$ cat config.mk
export PLATFORM = sky130hd
export DESIGN_NAME = pcitr_target_flat
export DESIGN_NICKNAME = d
export VERILOG_FILES = /design/src/pcitr_pkg.sv /design/src/pcitr_bus_if.sv /design/src/pcitr_target.sv /design/src/flat_wrapper.sv
export SDC_FILE = /design/constraint.sdc
export NUM_CORES = 1
export LEC_CHECK = 0
export ABC_AREA = 1
export BUFFER_PORTS_ARGS = -buffer_cell sky130_fd_sc_hd__clkbuf_2
export CAP_MARGIN = 0
export CELL_PAD_IN_SITES_DETAIL_PLACEMENT = 0
export CELL_PAD_IN_SITES_GLOBAL_PLACEMENT = 2
export CORE_ASPECT_RATIO = 1.4
export CORE_MARGIN = 5
export CORE_UTILIZATION = 42
export CTS_BUF_LIST = sky130_fd_sc_hd__clkbuf_8 sky130_fd_sc_hd__clkbuf_16
export DETAILED_ROUTE_END_ITERATION = 6
export PLACE_DENSITY = 0.95
export SLEW_MARGIN = 5
export SYNTH_ARGS = -nofsm -noshare
export SYNTH_HDL_FRONTEND = slang
export SYNTH_SLANG_ARGS = --single-unit
$ cat constraint.sdc
create_clock -name mclk -period 8.2 [get_ports mclk]
set_input_delay 1.64 -clock mclk [delete_from_list [all_inputs] [get_ports mclk]]
set_output_delay 1.64 -clock mclk [all_outputs]
set_load 0.05 [all_outputs]
$ cat src/pcitr_pkg.sv
// pcitr_pkg: shared constants and types for the target retry/abort block
// assumes one 25 MHz clock (mclk) on both ends and a synchronous active-low reset
package pcitr_pkg;

  localparam int unsigned DATA_W     = 32;
  localparam int unsigned FIFO_DEPTH = 8;

  // no first ready within this many clocks after framen forces a retry
  localparam int unsigned RETRY_CLKS = 16;
  localparam int unsigned TMR_W      = 5;
  localparam logic [TMR_W-1:0] TMR_ZERO  = 5'h00;
  localparam logic [TMR_W-1:0] TMR_ONE   = 5'h01;
  localparam logic [TMR_W-1:0] TMR_LIMIT = TMR_W'(RETRY_CLKS - 1);

  localparam logic [DATA_W-1:0] DATA_ZERO = 32'h0000_0000;

  // termination status reported to the master's user
  localparam logic [1:0] ST_NORMAL = 2'h0;
  localparam logic [1:0] ST_RETRY  = 2'h1;
  localparam logic [1:0] ST_ABORT  = 2'h2;

  typedef enum logic [2:0] {
    TGT_IDLE   = 3'b000,
    TGT_DECODE = 3'b001,
    TGT_DATA   = 3'b010,
    TGT_STOP   = 3'b011,
    TGT_ABORT  = 3'b100,
    TGT_TURN   = 3'b101
  } pcitr_tgt_e;

  typedef enum logic [2:0] {
    MST_IDLE = 3'b000,
    MST_ADDR = 3'b001,
    MST_DATA = 3'b010,
    MST_ENDF = 3'b011,
    MST_ENDI = 3'b100
  } pcitr_mst_e;

endpackage

$ cat src/pcitr_bus_if.sv
// pcitr_bus_if: the PCI-side wires between the master end and the target end
// assumes both ends run on the same mclk; each end drives its own wires, so none are shared
`timescale 1ns/10ps
`default_nettype none
interface pcitr_bus_if;
  import pcitr_pkg::*;
  logic              framen;
  logic              irdyn;
  logic              cmd_read;
  logic [DATA_W-1:0] ad_mst;
  logic              ad_mst_oe;
  logic              devseln;
  logic              trdyn;
  logic              stopn;
  logic              tgt_oe;
  logic [DATA_W-1:0] ad_tgt;
  logic              ad_tgt_oe;

  modport master (output framen, irdyn, cmd_read, ad_mst, ad_mst_oe,
                  input devseln, trdyn, stopn, tgt_oe, ad_tgt, ad_tgt_oe);
  modport target (input framen, irdyn, cmd_read, ad_mst, ad_mst_oe,
                  output devseln, trdyn, stopn, tgt_oe, ad_tgt, ad_tgt_oe);
endinterface
`default_nettype wire

$ cat src/pcitr_target.sv
// pcitr_target: target-side termination (retry, target abort) with read and write paths
// assumes the bus master keeps irdyn low while a data phase is pending; all on mclk
// Function
// - claim transaction with devseln in clock four
// - back-end requests retry: ready high, disconnect low
// - no strobe after a cycle with ready high
// - stopn low after disconnect low two cycles
// - master drops framen, then irdyn next cycle
// - release devseln and stopn as irdyn rises
// - target abort proceeds regardless of irdyn
// - back-end gives read data cycle after ready
// - read strobe cycle after ready asserted
// - trdyn two cycles after ready on reads
// - read data on ad with trdyn
// - abort request makes read data invalid
// - abort: devseln, trdyn high, stopn low next
// - after abort, stopn released as irdyn rises
// - retry when no ready within sixteen clocks
// - disconnect before any ready means retry
`timescale 1ns/10ps
`default_nettype none

module pcitr_fifo #(
  parameter int unsigned W = 32,
  parameter int unsigned D = 8
) (
  input  wire logic         mclk,
  input  wire logic         rstn,
  input  wire logic         in_valid,
  output logic              in_ready,
  input  wire logic [W-1:0] in_data,
  output logic              out_valid,
  input  wire logic         out_ready,
  output logic      [W-1:0] out_data
);
  localparam int unsigned AW = $clog2(D);
  localparam logic [AW:0] CNT_FULL = (AW+1)'(D);
  localparam logic [AW:0] CNT_ZERO = '0;
  localparam logic [AW-1:0] PTR_ONE = AW'(1);

  logic [W-1:0]  mem_q [D];
  logic [AW-1:0] wr_q, wr_d, rd_q, rd_d;
  logic [AW:0]   cnt_q, cnt_d;
  logic          push, pop;

  always_comb begin
    in_ready  = (cnt_q != CNT_FULL);
    out_valid = (cnt_q != CNT_ZERO);
    out_data  = mem_q[rd_q];
    push      = in_valid && in_ready;
    pop       = out_valid && out_ready;
    wr_d      = push ? wr_q + PTR_ONE : wr_q;
    rd_d      = pop ? rd_q + PTR_ONE : rd_q;
    cnt_d     = cnt_q + (AW+1)'(push) - (AW+1)'(pop);
  end

  always_ff @(posedge mclk) begin
    if (!rstn) begin
      wr_q  <= '0;
      rd_q  <= '0;
      cnt_q <= CNT_ZERO;
    end else begin
      wr_q  <= wr_d;
      rd_q  <= rd_d;
      cnt_q <= cnt_d;
    end
  end

  // storage needs no reset; occupancy guards every read
  always_ff @(posedge mclk) begin
    if (push) begin
      mem_q[wr_q] <= in_data;
    end
  end
endmodule

module pcitr_target (
  input  wire logic                       mclk,
  input  wire logic                       rstn,
  pcitr_bus_if.target                     bus,
  input  wire logic                       local_target_ready_n,
  input  wire logic                       local_target_disconnect_req_n,
  input  wire logic                       local_abort_req_n,
  input  wire logic [pcitr_pkg::DATA_W-1:0] local_read_data_in,
  output logic                            local_transfer_strobe_n,
  output logic      [pcitr_pkg::DATA_W-1:0] local_write_data_out,
  output logic                            local_read_cycle
);
  import pcitr_pkg::*;

  pcitr_tgt_e        state_q, state_d;
  logic              devseln_q, devseln_d;
  logic              trdyn_q, trdyn_d;
  logic              stopn_q, stopn_d;
  logic              oe_q, oe_d;
  logic [DATA_W-1:0] ad_q, ad_d;
  logic              ad_oe_q, ad_oe_d;
  logic              strobe_n_q, strobe_n_d;
  logic [DATA_W-1:0] wdata_q, wdata_d;
  logic              read_q, read_d;
  logic              rdy1_q, rdy1_d;
  logic              disc1_q, disc1_d;
  logic              got_rdy_q, got_rdy_d;
  logic [TMR_W-1:0]  tmr_q, tmr_d;
  logic              f_in_valid, f_in_ready, f_out_valid, f_out_ready;
  logic [DATA_W-1:0] f_out_data;
  logic              rdy, disc, abrt, phase_done;

  // write data is buffered so a slow back-end throttles trdyn instead of losing words
  pcitr_fifo #(.W(DATA_W), .D(FIFO_DEPTH)) u_wr_fifo (
    .mclk      (mclk),
    .rstn      (rstn),
    .in_valid  (f_in_valid),
    .in_ready  (f_in_ready),
    .in_data   (bus.ad_mst),
    .out_valid (f_out_valid),
    .out_ready (f_out_ready),
    .out_data  (f_out_data)
  );

  always_comb begin
    rdy        = !local_target_ready_n;
    disc       = !local_target_disconnect_req_n;
    abrt       = !local_abort_req_n;
    phase_done = (state_q == TGT_DATA) && !trdyn_q && !bus.irdyn;
    f_in_valid = phase_done && !read_q;
    // the back-end drains on its own ready; strobe never follows a high ready
    f_out_ready = f_out_valid && rdy && !read_q;
    state_d    = state_q;
    devseln_d  = devseln_q;
    trdyn_d    = 1'b1;
    stopn_d    = stopn_q;
    oe_d       = oe_q;
    ad_d       = ad_q;
    ad_oe_d    = 1'b0;
    strobe_n_d = 1'b1;
    wdata_d    = wdata_q;
    read_d     = read_q;
    rdy1_d     = 1'b0;
    disc1_d    = disc;
    got_rdy_d  = got_rdy_q;
    tmr_d      = tmr_q;
    case (state_q)
      TGT_IDLE: begin
        devseln_d = 1'b1;
        stopn_d   = 1'b1;
        oe_d      = 1'b0;
        got_rdy_d = 1'b0;
        tmr_d     = TMR_ZERO;
        if (!bus.framen) begin
          read_d  = bus.cmd_read;
          tmr_d   = TMR_ONE;
          state_d = TGT_DECODE;
        end
      end
      TGT_DECODE: begin
        // slow decode: sit out clock two so the claim lands in clock four
        tmr_d = tmr_q + TMR_ONE;
        if (tmr_q != TMR_ONE) begin
          devseln_d = 1'b0;
          oe_d      = 1'b1;
          state_d   = TGT_DATA;
        end
      end
      TGT_DATA: begin
        if (rdy) begin
          got_rdy_d = 1'b1;
        end else if (!got_rdy_q) begin
          tmr_d = tmr_q + TMR_ONE;
        end
        if (abrt) begin
          devseln_d = 1'b1;
          stopn_d   = 1'b0;
          state_d   = TGT_ABORT;
        end else if (bus.framen) begin
          // framen high here means the master took the word and raised irdyn with it: drop off the bus a cycle later
          devseln_d = 1'b1;
          stopn_d   = 1'b1;
          state_d   = TGT_TURN;
        end else if ((disc && disc1_q) || (!got_rdy_q && !rdy && tmr_q == TMR_LIMIT)) begin
          // a disconnect before any ready is a retry; so is a silent back-end
          stopn_d = 1'b0;
          state_d = TGT_STOP;
        end else if (read_q) begin
          rdy1_d     = rdy;
          strobe_n_d = !rdy;
          trdyn_d    = !rdy1_q;
          ad_oe_d    = 1'b1;
          if (rdy1_q) begin
            ad_d = local_read_data_in;
          end
        end else begin
          trdyn_d = !(rdy && f_in_ready);
        end
      end
      TGT_STOP: begin
        if (bus.framen) begin
          devseln_d = 1'b1;
          stopn_d   = 1'b1;
          state_d   = TGT_TURN;
        end
      end
      TGT_ABORT: begin
        // irdyn is not consulted here; only the master's framen ends it
        if (bus.framen) begin
          stopn_d = 1'b1;
          state_d = TGT_TURN;
        end
      end
      TGT_TURN: begin
        oe_d    = 1'b0;
        state_d = TGT_IDLE;
      end
      default: begin
        state_d = TGT_IDLE;
      end
    endcase
    // abort kills the read pipeline at once: stale back-end data never reaches ad
    if (abrt && read_q) begin
      rdy1_d     = 1'b0;
      strobe_n_d = 1'b1;
    end
    if (f_out_ready) begin
      strobe_n_d = 1'b0;
      wdata_d    = f_out_data;
    end
  end

  always_ff @(posedge mclk) begin
    if (!rstn) begin
      state_q    <= TGT_IDLE;
      devseln_q  <= 1'b1;
      trdyn_q    <= 1'b1;
      stopn_q    <= 1'b1;
      oe_q       <= 1'b0;
      ad_q       <= DATA_ZERO;
      ad_oe_q    <= 1'b0;
      strobe_n_q <= 1'b1;
      wdata_q    <= DATA_ZERO;
      read_q     <= 1'b0;
      rdy1_q     <= 1'b0;
      disc1_q    <= 1'b0;
      got_rdy_q  <= 1'b0;
      tmr_q      <= TMR_ZERO;
    end else begin
      state_q    <= state_d;
      devseln_q  <= devseln_d;
      trdyn_q    <= trdyn_d;
      stopn_q    <= stopn_d;
      oe_q       <= oe_d;
      ad_q       <= ad_d;
      ad_oe_q    <= ad_oe_d;
      strobe_n_q <= strobe_n_d;
      wdata_q    <= wdata_d;
      read_q     <= read_d;
      rdy1_q     <= rdy1_d;
      disc1_q    <= disc1_d;
      got_rdy_q  <= got_rdy_d;
      tmr_q      <= tmr_d;
    end
  end

  assign bus.devseln              = devseln_q;
  assign bus.trdyn                = trdyn_q;
  assign bus.stopn                = stopn_q;
  assign bus.tgt_oe               = oe_q;
  assign bus.ad_tgt               = ad_q;
  assign bus.ad_tgt_oe            = ad_oe_q;
  assign local_transfer_strobe_n  = strobe_n_q;
  assign local_write_data_out     = wdata_q;
  assign local_read_cycle         = read_q;
endmodule
`default_nettype wire

$ cat src/flat_wrapper.sv
// flat-port wrapper written by rule: the top's interface ports become plain ports
module pcitr_target_flat import pcitr_pkg::*;
  (mclk, rstn, local_target_ready_n, local_target_disconnect_req_n, local_abort_req_n, local_read_data_in, local_transfer_strobe_n, local_write_data_out, local_read_cycle, bus_framen, bus_irdyn, bus_cmd_read, bus_ad_mst, bus_ad_mst_oe, bus_devseln, bus_trdyn, bus_stopn, bus_tgt_oe, bus_ad_tgt, bus_ad_tgt_oe);
  pcitr_bus_if bus_i ();
  input  wire logic mclk;
  input  wire logic rstn;
  input  wire logic local_target_ready_n;
  input  wire logic local_target_disconnect_req_n;
  input  wire logic local_abort_req_n;
  input  wire logic [pcitr_pkg::DATA_W-1:0] local_read_data_in;
  output logic local_transfer_strobe_n;
  output logic      [pcitr_pkg::DATA_W-1:0] local_write_data_out;
  output logic local_read_cycle;
  input wire logic [$bits(bus_i.framen)-1:0] bus_framen;
  input wire logic [$bits(bus_i.irdyn)-1:0] bus_irdyn;
  input wire logic [$bits(bus_i.cmd_read)-1:0] bus_cmd_read;
  input wire logic [$bits(bus_i.ad_mst)-1:0] bus_ad_mst;
  input wire logic [$bits(bus_i.ad_mst_oe)-1:0] bus_ad_mst_oe;
  output wire logic [$bits(bus_i.devseln)-1:0] bus_devseln;
  output wire logic [$bits(bus_i.trdyn)-1:0] bus_trdyn;
  output wire logic [$bits(bus_i.stopn)-1:0] bus_stopn;
  output wire logic [$bits(bus_i.tgt_oe)-1:0] bus_tgt_oe;
  output wire logic [$bits(bus_i.ad_tgt)-1:0] bus_ad_tgt;
  output wire logic [$bits(bus_i.ad_tgt_oe)-1:0] bus_ad_tgt_oe;
  assign bus_i.framen = bus_framen;
  assign bus_i.irdyn = bus_irdyn;
  assign bus_i.cmd_read = bus_cmd_read;
  assign bus_i.ad_mst = bus_ad_mst;
  assign bus_i.ad_mst_oe = bus_ad_mst_oe;
  assign bus_devseln = bus_i.devseln;
  assign bus_trdyn = bus_i.trdyn;
  assign bus_stopn = bus_i.stopn;
  assign bus_tgt_oe = bus_i.tgt_oe;
  assign bus_ad_tgt = bus_i.ad_tgt;
  assign bus_ad_tgt_oe = bus_i.ad_tgt_oe;
  pcitr_target u_core (.mclk(mclk), .rstn(rstn), .bus(bus_i), .local_target_ready_n(local_target_ready_n), .local_target_disconnect_req_n(local_target_disconnect_req_n), .local_abort_req_n(local_abort_req_n), .local_read_data_in(local_read_data_in), .local_transfer_strobe_n(local_transfer_strobe_n), .local_write_data_out(local_write_data_out), .local_read_cycle(local_read_cycle));
endmodule
==> results.tsv, run 1 <==
metric	value	unit
p_per_area	304	mW/mm²
cp-end-kind	flip-flop	
finalSetupViolations	0	
fmax	278	MHz
grt_pass1_wl	48900	µm
routed_via_density	4.97	
dr_total_vias	9218	
grt_pass1_vias	9213	
rsz0062_at_grt	false	
met1Wirelength	12600	µm
setup-tns-final	0	ps
top_layer_used	met4	
skew	16.8	ps
power.total	4.87	mW
syn_inst	1263	
cts_tree	built	
drtIter0Drc	710	
path_cells	clkbuf_2 -> nor2_1 -> nand2_1 -> inv_2 -> ha_1 -> inv_1 -> ha_1 -> fa_1 -> nand2_1 -> inv_1	
remaining_drc_errors	0	
hpwlAfterDp	17300	µm
grt-ovfl-total	0	
dpl_cell_area	0.0148	mm²
synth-seq-cells	348	
slowest_delay	800	ps
numCtsBuffers	35	
netlist.area_leader.share	55.7	%
cts_setup_buffers	0	
status	finished, final reports clean	
ant_nets	0	
grt_start_max_net_pins	105	
synth_area_per_cell	10.9	µm²
wire_per_inst	16.6	µm
fin_crit	3590	ps
worstSkewPairLatency	530	ps
worstMarginPinSlew	1070	ps
cap_viol_max_count	0	
placedCellCount	1790	
finalHoldViolCount	0	
routed_wl	30800	µm
worst_hold_slack	462	ps
dr_wl_met3	1570	µm
die_area	0.0366	mm²
synth_area	0.0138	mm²
yosysSeqAreaShare	69.1	%
htreeDepth	2	
hold_class	reg2reg	
initial_core_util	42.6	%
timing.setup.critical_path_class	in2reg	
wl_met2	15900	µm
report.final.slew_viol_count	0	
dpl_worst_slack	4000	ps
cp.arrival	4010	ps
clock_path_buffers	3	
clkTransAtPathRegs	60	ps
ir_worst_vdd	148	µV
gp_congestion	0.777	
p_leak	6.07	nW
num_rows	78	
fin_nets	1472	
fin_crit_sh	43.8	%
cp-start-kind	input pin	
final_util	49.4	%
worst-path-buf-inv	4	
syn-num-nets	1348	
clkSinkCount	348	
num_io_pins	144	
slew_headroom	28.7	%
die_width	163	µm
critPathMaxFanout	67	
setup_slack	4610	ps
cpLargestDelayFamily	buffers and inverters	
hold_buffers	0	
antenna_found_initial	2	
dr.pass1.iters	5	
grt_use_total	16.8	%
drive_above_1_share	19.1	%
yosysWarnings	0	
yosysTopAreaCell	edfxtp_1	
cts_root_buf	clkbuf_16	
critPathRequiredTime	8620	ps
ys_top_cells_by_area	edfxtp_1, dfxtp_1, nor2_1	
layout.cells.non_filler	1856	
cts_resized	0	
core-area	0.0324	mm²
area_growth	16.0	%
fin_area	0.0160	mm²
place.port_buffers	142	
dieHeight	224	µm
ys_types	33	
crit_slowest_cell	inv_2	
## state kept, by name, summed over array words and instances, names as in the netlist
register / count
u_core.bus.ad_tgt: 32
u_core.bus.ad_tgt_oe: 1
u_core.bus.devseln: 1
u_core.local_transfer_strobe_n: 1
u_core.u_wr_fifo.cnt_q: 4
u_core.local_read_cycle: 1
u_core.bus.tgt_oe: 1
u_core.disc1_q: 1
u_core.u_wr_fifo.mem_q: 256
u_core.bus.stopn: 1
u_core.rdy1_q: 1
u_core.bus.trdyn: 1
u_core.u_wr_fifo.wr_q: 3
u_core.state_q: 3
u_core.got_rdy_q: 1
u_core.local_write_data_out: 32
u_core.u_wr_fifo.rd_q: 3
u_core.tmr_q: 5
## placed cells by master (no fill, tap or decap), types with 11 or more instances in the layout
| cell | netlist | final |
|---|---|---|
| nand3_1 | 79 | 79 |
| o21ai_0 | 185 | 185 |
| nor2_2 | 32 | 32 |
| edfxtp_1 | 256 | 256 |
| buf_4 | 2 | 18 |
| dfxtp_1 | 92 | 90 |
| nand2_1 | 70 | 70 |
| clkbuf_16 | 0 | 36 |
| clkbuf_2 | 1 | 142 |
| inv_1 | 43 | 47 |
| nor2_1 | 322 | 322 |
| ha_1 | 11 | 11 |
| a21oi_1 | 43 | 43 |
| o21ai_1 | 23 | 23 |
## area by class of cell
type | count | area (µm²)
diodes | 2 | 5.00
clock buffers | 43 | 997
clock inverters | 21 | 148
fillers | 2917 | 16400
inverters | 47 | 183
multi-input cells | 795 | 3730
flip-flops and latches | 348 | 9530
well taps | 440 | 551
repair buffers | 160 | 846
## report_power, final
group          total (mW)  switching (mW)  internal, mW  leakage (nW)
logic                1.26           0.913         0.346          2.43
clock network        1.55           0.652         0.900         0.588
registers            2.06          0.0720          1.98          3.05
## path summary, 6_finish.rpt
path         slack [ps]                             to                  from  depth (start not counted)
min                 460               u_core.bus.stopn      u_core.bus.stopn                          2
min reg2reg         460               u_core.bus.stopn      u_core.bus.stopn                          2
max                4610      u_core.u_wr_fifo.cnt_q[1]  local_target_ready_n                         10
max reg2reg        5320  u_core.u_wr_fifo.mem_q[0][26]     u_core.state_q[1]                          6
## per-layer routing
metal / up-vias / GRT usage, %
li1: 4595 / -
met2: 198 / 30.3
met1: 4371 / 20.0
met3: 54 / 3.04
met5: - / 0
met4: 0 / 5.85
## worst register-to-register path, stage by stage (launching register included)
cell,delay (ps)
dfxtp_1,570
nand2_2,120
nor2_2,170
nand2_2,150
or2_1,330
nor3_2,640
buf_4,540
## kinds of logic (layout without fill, tap and decap cells)
logic type      after synthesis  in the layout  synth area share, %
simple gates                529            529                 16.3
flops                       348            348                 69.1
compound gates              253            253                 9.21
buf+inv                     120            271                 4.15
fa+ha+maj                    12             12                 1.14
xor+xnor                      1              1               0.0635
other cells                   0              2                    0
## synthesized netlist by cell type
cell	count
nor3_1	11
fa_1	1
o22ai_1	1
dfxtp_1	92
clkbuf_1	29
inv_4	2
a21oi_1	43
and3_1	1
o21ai_1	23
edfxtp_1	256
nor2_1	322
buf_1	5
buf_4	2
or2_1	1
buf_6	10
nand2_4	1
nand4_1	5
ha_1	11
nor2_8	1
nor2_2	32
nand2_1	70
nor3b_1	1
inv_1	43
nor2_4	1
inv_2	2
nand3_1	79
o21ai_0	185
buf_2	26
o31ai_1	1
clkbuf_2	1
xnor2_1	1
nand3_4	1
nand2_2	3
No activity file was read; power rests on OpenSTA's default activity.
==> run 2, diff against run 1 <==
--- a/config.mk
+++ b/config.mk
@@ -5,17 +5,17 @@
 export SDC_FILE = /design/constraint.sdc
 export NUM_CORES = 1
 export LEC_CHECK = 0
-export ABC_AREA = 1
+export ABC_AREA = 0
 export BUFFER_PORTS_ARGS = -buffer_cell sky130_fd_sc_hd__clkbuf_2
 export CAP_MARGIN = 0
 export CELL_PAD_IN_SITES_DETAIL_PLACEMENT = 0
 export CELL_PAD_IN_SITES_GLOBAL_PLACEMENT = 2
 export CORE_ASPECT_RATIO = 1.4
 export CORE_MARGIN = 5
-export CORE_UTILIZATION = 42
+export CORE_UTILIZATION = 38
 export CTS_BUF_LIST = sky130_fd_sc_hd__clkbuf_8 sky130_fd_sc_hd__clkbuf_16
 export DETAILED_ROUTE_END_ITERATION = 6
-export PLACE_DENSITY = 0.95
+export PLACE_DENSITY = 0.85
 export SLEW_MARGIN = 5
 export SYNTH_ARGS = -nofsm -noshare
 export SYNTH_HDL_FRONTEND = slang
==> constraint.sdc (replaced) <==
create_clock -name mclk -period 3 [get_ports mclk]
set_input_delay 0.6 -clock mclk [delete_from_list [all_inputs] [get_ports mclk]]
set_output_delay 0.6 -clock mclk [all_outputs]
set_load 0.05 [all_outputs]
==> results.tsv, run 2 <==
metric	value	unit
status	finished, final reports clean	
grt_start_max_net_pins	66	
antenna_found_initial	2	
largest_reg_flops	256	
dpl_cell_area	0.0148	mm²
cts_tree	built	
synthArstFlopShare	0	%
cts_setup_buffers	0	
hold_class	in2reg	
finalSetupViolations	0	
r2r_slack	410	ps
num_io_pins	144	
syn_inst	879	
syn-num-nets	964	
power.total	11.8	mW
yosysWarnings	0	
place.port_buffers	142	
routed_wl	28100	µm
die_area	0.0393	mm²
worst_hold_slack	295	ps
cts_root_buf	clkbuf_16	
synth-edff-count	256	
ys_top_cells_by_area	edfxtp_1, dfxtp_1, mux2i_1	
yosysTopAreaCell	edfxtp_1	
dr_total_vias	7648	
hold_buffers	0	
gp_congestion	0.698	
fin_crit	2590	ps
regMostFlops	u_core.u_wr_fifo.mem_q	
yosysSeqAreaShare	70.9	%
clkTransAtPathRegs	60	ps
grt-ovfl-total	0	
hpwlAfterDp	16500	µm
grt_pass1_wl	44100	µm
die_width	169	µm
area_growth	18.7	%
layout.cells.non_filler	1508	
fin_area	0.0160	mm²
num_rows	81	
n_antenna_cell	0	
layout_commonest_cell	edfxtp_1	
clock_path_buffers	3	
ant_nets	0	
htreeDepth	2	
synth_area	0.0134	mm²
cts_resized	0	
cp-start-kind	flip-flop	
worstSkewPairLatency	520	ps
synth_area_per_cell	15.3	µm²
netlist.area_leader.share	57.2	%
fin_crit_sh	86.4	%
clkSinkCount	348	
fmax	386	MHz
cp-end-kind	flip-flop	
grt_pass1_vias	7881	
p_leak	5.48	nW
finalHoldViolCount	0	
ir_worst_vdd	432	µV
dr.pass1.iters	5	
synth_commonest_cells	edfxtp_1, mux2i_1, dfxtp_1, nand2_1, a21oi_1	
dieHeight	233	µm
core-area	0.0350	mm²
grt_use_total	14.2	%
drtIter0Drc	433	
ys.flop_type	edfxtp_1	
rsz0062_at_grt	false	
placedCellCount	1444	
cap_viol_max_count	0	
p_per_area	738	mW/mm²
synth-seq-cells	348	
ys_types	52	
wire_per_inst	18.6	µm
numCtsBuffers	35	
setup_slack	408	ps
final_util	45.7	%
routed_via_density	5.07	
worstMarginPinSlew	833	ps
critPathRequiredTime	3400	ps
synth.most_common_cell	edfxtp_1	
drive_above_1_share	25.7	%
dpl_worst_slack	336	ps
slew_headroom	44.5	%
cp.arrival	3000	ps
fin_nets	1110	
initial_core_util	38.5	%
remaining_drc_errors	0	
skew	17.3	ps
timing.setup.critical_path_class	reg2reg	
report.final.slew_viol_count	0	
nFillCells	3125	
setup-tns-final	0	ps
mostFrequentLayoutCells	edfxtp_1, clkbuf_2, mux2i_1	
critPathMaxFanout	4	
-- run 2: layout make-up --
cell class / count / area, µm² / share of cell area (%)
clock buffers: 38 / 928 / 5.82
clock inverters: 26 / 205 / 1.29
inverters: 13 / 48.8 / 0.306
multi-input cells: 461 / 3630 / 22.7
flip-flops and latches: 348 / 9540 / 59.7
well taps: 456 / 571 / 3.57
repair buffers: 166 / 1040 / 6.54
-- run 2: cell families (layout without fill, tap and decap cells) --
family	Yosys count	after routing	synth area share [%]
xor+xnor	8	8	0.521
compound gates	166	166	7.01
flops	348	348	70.9
simple gates	143	143	4.98
fa+ha+maj	12	12	1.17
mux	132	132	12.8
buf+inv	70	243	2.64
-- run 2: final timing paths --
kind / startpoint / end / cells past startpoint
setup reg to reg: u_core.u_wr_fifo.cnt_q[2] / u_core.u_wr_fifo.cnt_q[2] / 11
hold reg to reg: u_core.bus.ad_tgt[17] / u_core.bus.ad_tgt[17] / 2
hold / removal: local_target_disconnect_req_n / u_core.disc1_q / 2
setup / recovery: u_core.u_wr_fifo.cnt_q[2] / u_core.u_wr_fifo.cnt_q[2] / 11
-- run 2: report_power, final --
part | internal, mW | total, mW | switching [mW]
logic | 0.644 | 2.04 | 1.40
clock network | 2.50 | 4.26 | 1.76
registers | 5.35 | 5.47 | 0.125
-- run 2: worst max-delay path, stage by stage, from the launching register on --
cell and delay, ps:
dfxtp_1 290, inv_1 90, ha_1 150, inv_1 40
o31ai_1 570, inv_2 70, ha_1 290, inv_1 40
ha_1 220, fa_1 420, xor2_1 170, and2_1 150
-- run 2: metal layers --
layer  up-vias  part of all wire [%]  track usage [%]
li1       3635                     -                -
met1      3774                    41             17.9
met2       196                    50             24.4
met3        39                   7.6             3.91
met4         4                   1.6             3.40
met5         -                 0.075                0
==> run 3, diff against run 2 <==
--- a/config.mk
+++ b/config.mk
@@ -13,7 +13,6 @@
 export CORE_ASPECT_RATIO = 1.4
 export CORE_MARGIN = 5
 export CORE_UTILIZATION = 38
-export CTS_BUF_LIST = sky130_fd_sc_hd__clkbuf_8 sky130_fd_sc_hd__clkbuf_16
 export DETAILED_ROUTE_END_ITERATION = 6
 export PLACE_DENSITY = 0.85
 export SLEW_MARGIN = 5
==> results.tsv, run 3 (synthesis results as in run 2) <==
metric	value	unit
timing.setup.critical_path_class	reg2reg	
placedCellCount	1444	
antenna_found_initial	2	
drive_above_1_share	25.7	%
fin_nets	1110	
reg2regPathDepth	11	
die_area	0.0393	mm²
dr_total_vias	7667	
layout_commonest_cell	edfxtp_1	
routed_wl	28000	µm
clock_path_buffers	3	
cp.arrival	3000	ps
p_leak	5.43	nW
critPathRequiredTime	3400	ps
cts_setup_buffers	0	
hpwlAfterDp	16500	µm
finalHoldViolCount	0	
hold_class	in2reg	
worstSkewPairLatency	520	ps
grt_pass1_vias	7881	
num_io_pins	144	
grt_use_total	14.2	%
ant_nets	0	
critPathMaxFanout	4	
n_antenna_cell	0	
setup_slack	409	ps
initial_core_util	38.5	%
fmax	386	MHz
p_per_area	740	mW/mm²
holdPathStages	2	
r2r_slack	410	ps
finalSetupViolations	0	
cts_resized	0	
dpl_cell_area	0.0148	mm²
remaining_drc_errors	0	
nFillCells	3125	
hold_buffers	0	
dieHeight	233	µm
status	finished, final reports clean	
largest_reg_flops	256	
dr.pass1.iters	4	
drtIter0Drc	454	
cts_root_buf	clkbuf_16	
cp-end-kind	flip-flop	
grt_pass1_wl	44100	µm
cap_viol_max_count	0	
ir_worst_vdd	432	µV
worstMarginPinSlew	850	ps
grt_start_max_net_pins	66	
layout.cells.non_filler	1508	
num_rows	81	
slew_headroom	43.4	%
mostFrequentLayoutCells	edfxtp_1, clkbuf_2, mux2i_1	
die_width	169	µm
setup-tns-final	0	ps
clkSinkCount	348	
regMostFlops	u_core.u_wr_fifo.mem_q	
cp-start-kind	flip-flop	
cts_tree	built	
htreeDepth	2	
fin_area	0.0160	mm²
place.port_buffers	142	
rsz0062_at_grt	false	
area_growth	18.7	%
skew	17.3	ps
gp_congestion	0.698	
wire_per_inst	18.6	µm
numCtsBuffers	35	
report.final.slew_viol_count	0	
core-area	0.0350	mm²
routed_via_density	5.08	
fin_crit	2590	ps
dpl_worst_slack	336	ps
grt-ovfl-total	0	
worst_hold_slack	295	ps
clkTransAtPathRegs	60	ps
fin_crit_sh	86.4	%
-- run 3: cell types whose count changed in the layout (fill, tap and decap cells not counted), sizes merged --
cell	previous run	this run
clkbuf	179	190
inv	26	15
-- run 3: worst paths after layout --
check | startpoint | end
worst max-delay path | u_core.u_wr_fifo.cnt_q[2] | u_core.u_wr_fifo.cnt_q[2]
worst min-delay path | local_target_disconnect_req_n | u_core.disc1_q
worst max register to register | u_core.u_wr_fifo.cnt_q[2] | u_core.u_wr_fifo.cnt_q[2]
worst min register to register | u_core.bus.ad_tgt[17] | u_core.bus.ad_tgt[17]
-- run 3: where the power goes --
part	total (mW)	switching, mW	internal [mW]
logic	2.04	1.40	0.644
clock network	4.29	1.76	2.53
registers	5.47	0.125	5.35
-- run 3: final cells by class --
type                    count  area, µm²  share of cell area [%]
clock buffers              49        970                    6.08
clock inverters            15        164                    1.03
inverters                  13       48.8                   0.306
multi-input cells         461       3630                    22.7
flip-flops and latches    348       9540                    59.7
well taps                 456        571                    3.57
repair buffers            166       1040                    6.54
-- run 3: stage by stage --
step	power (mW)	utilization, %
floorplan	7.08	-
global placement	7.63	42.4
detailed placement	7.65	42.4
CTS	12.0	45.7
global route	12.4	45.7
finish	11.8	45.7
-- run 3: worst max-delay path, stage by stage, from the launching register on --
cell,delay [ps]
dfxtp_1,290
inv_1,90
ha_1,150
inv_1,40
o31ai_1,570
inv_2,70
ha_1,290
inv_1,40
ha_1,220
fa_1,420
xor2_1,170
and2_1,150
-- run 3: metal layers --
layer | share of wire, % | routed length [µm] | track usage [%] | up-vias
met3 | 6.5 | 1820 | 3.91 | 41
met1 | 42 | 11800 | 17.9 | 3808
met2 | 50 | 13900 | 24.4 | 181
met5 | 0.075 | 21 | 0 | -
met4 | 1.6 | 454 | 3.40 | 4
li1 | - | - | - | 3633
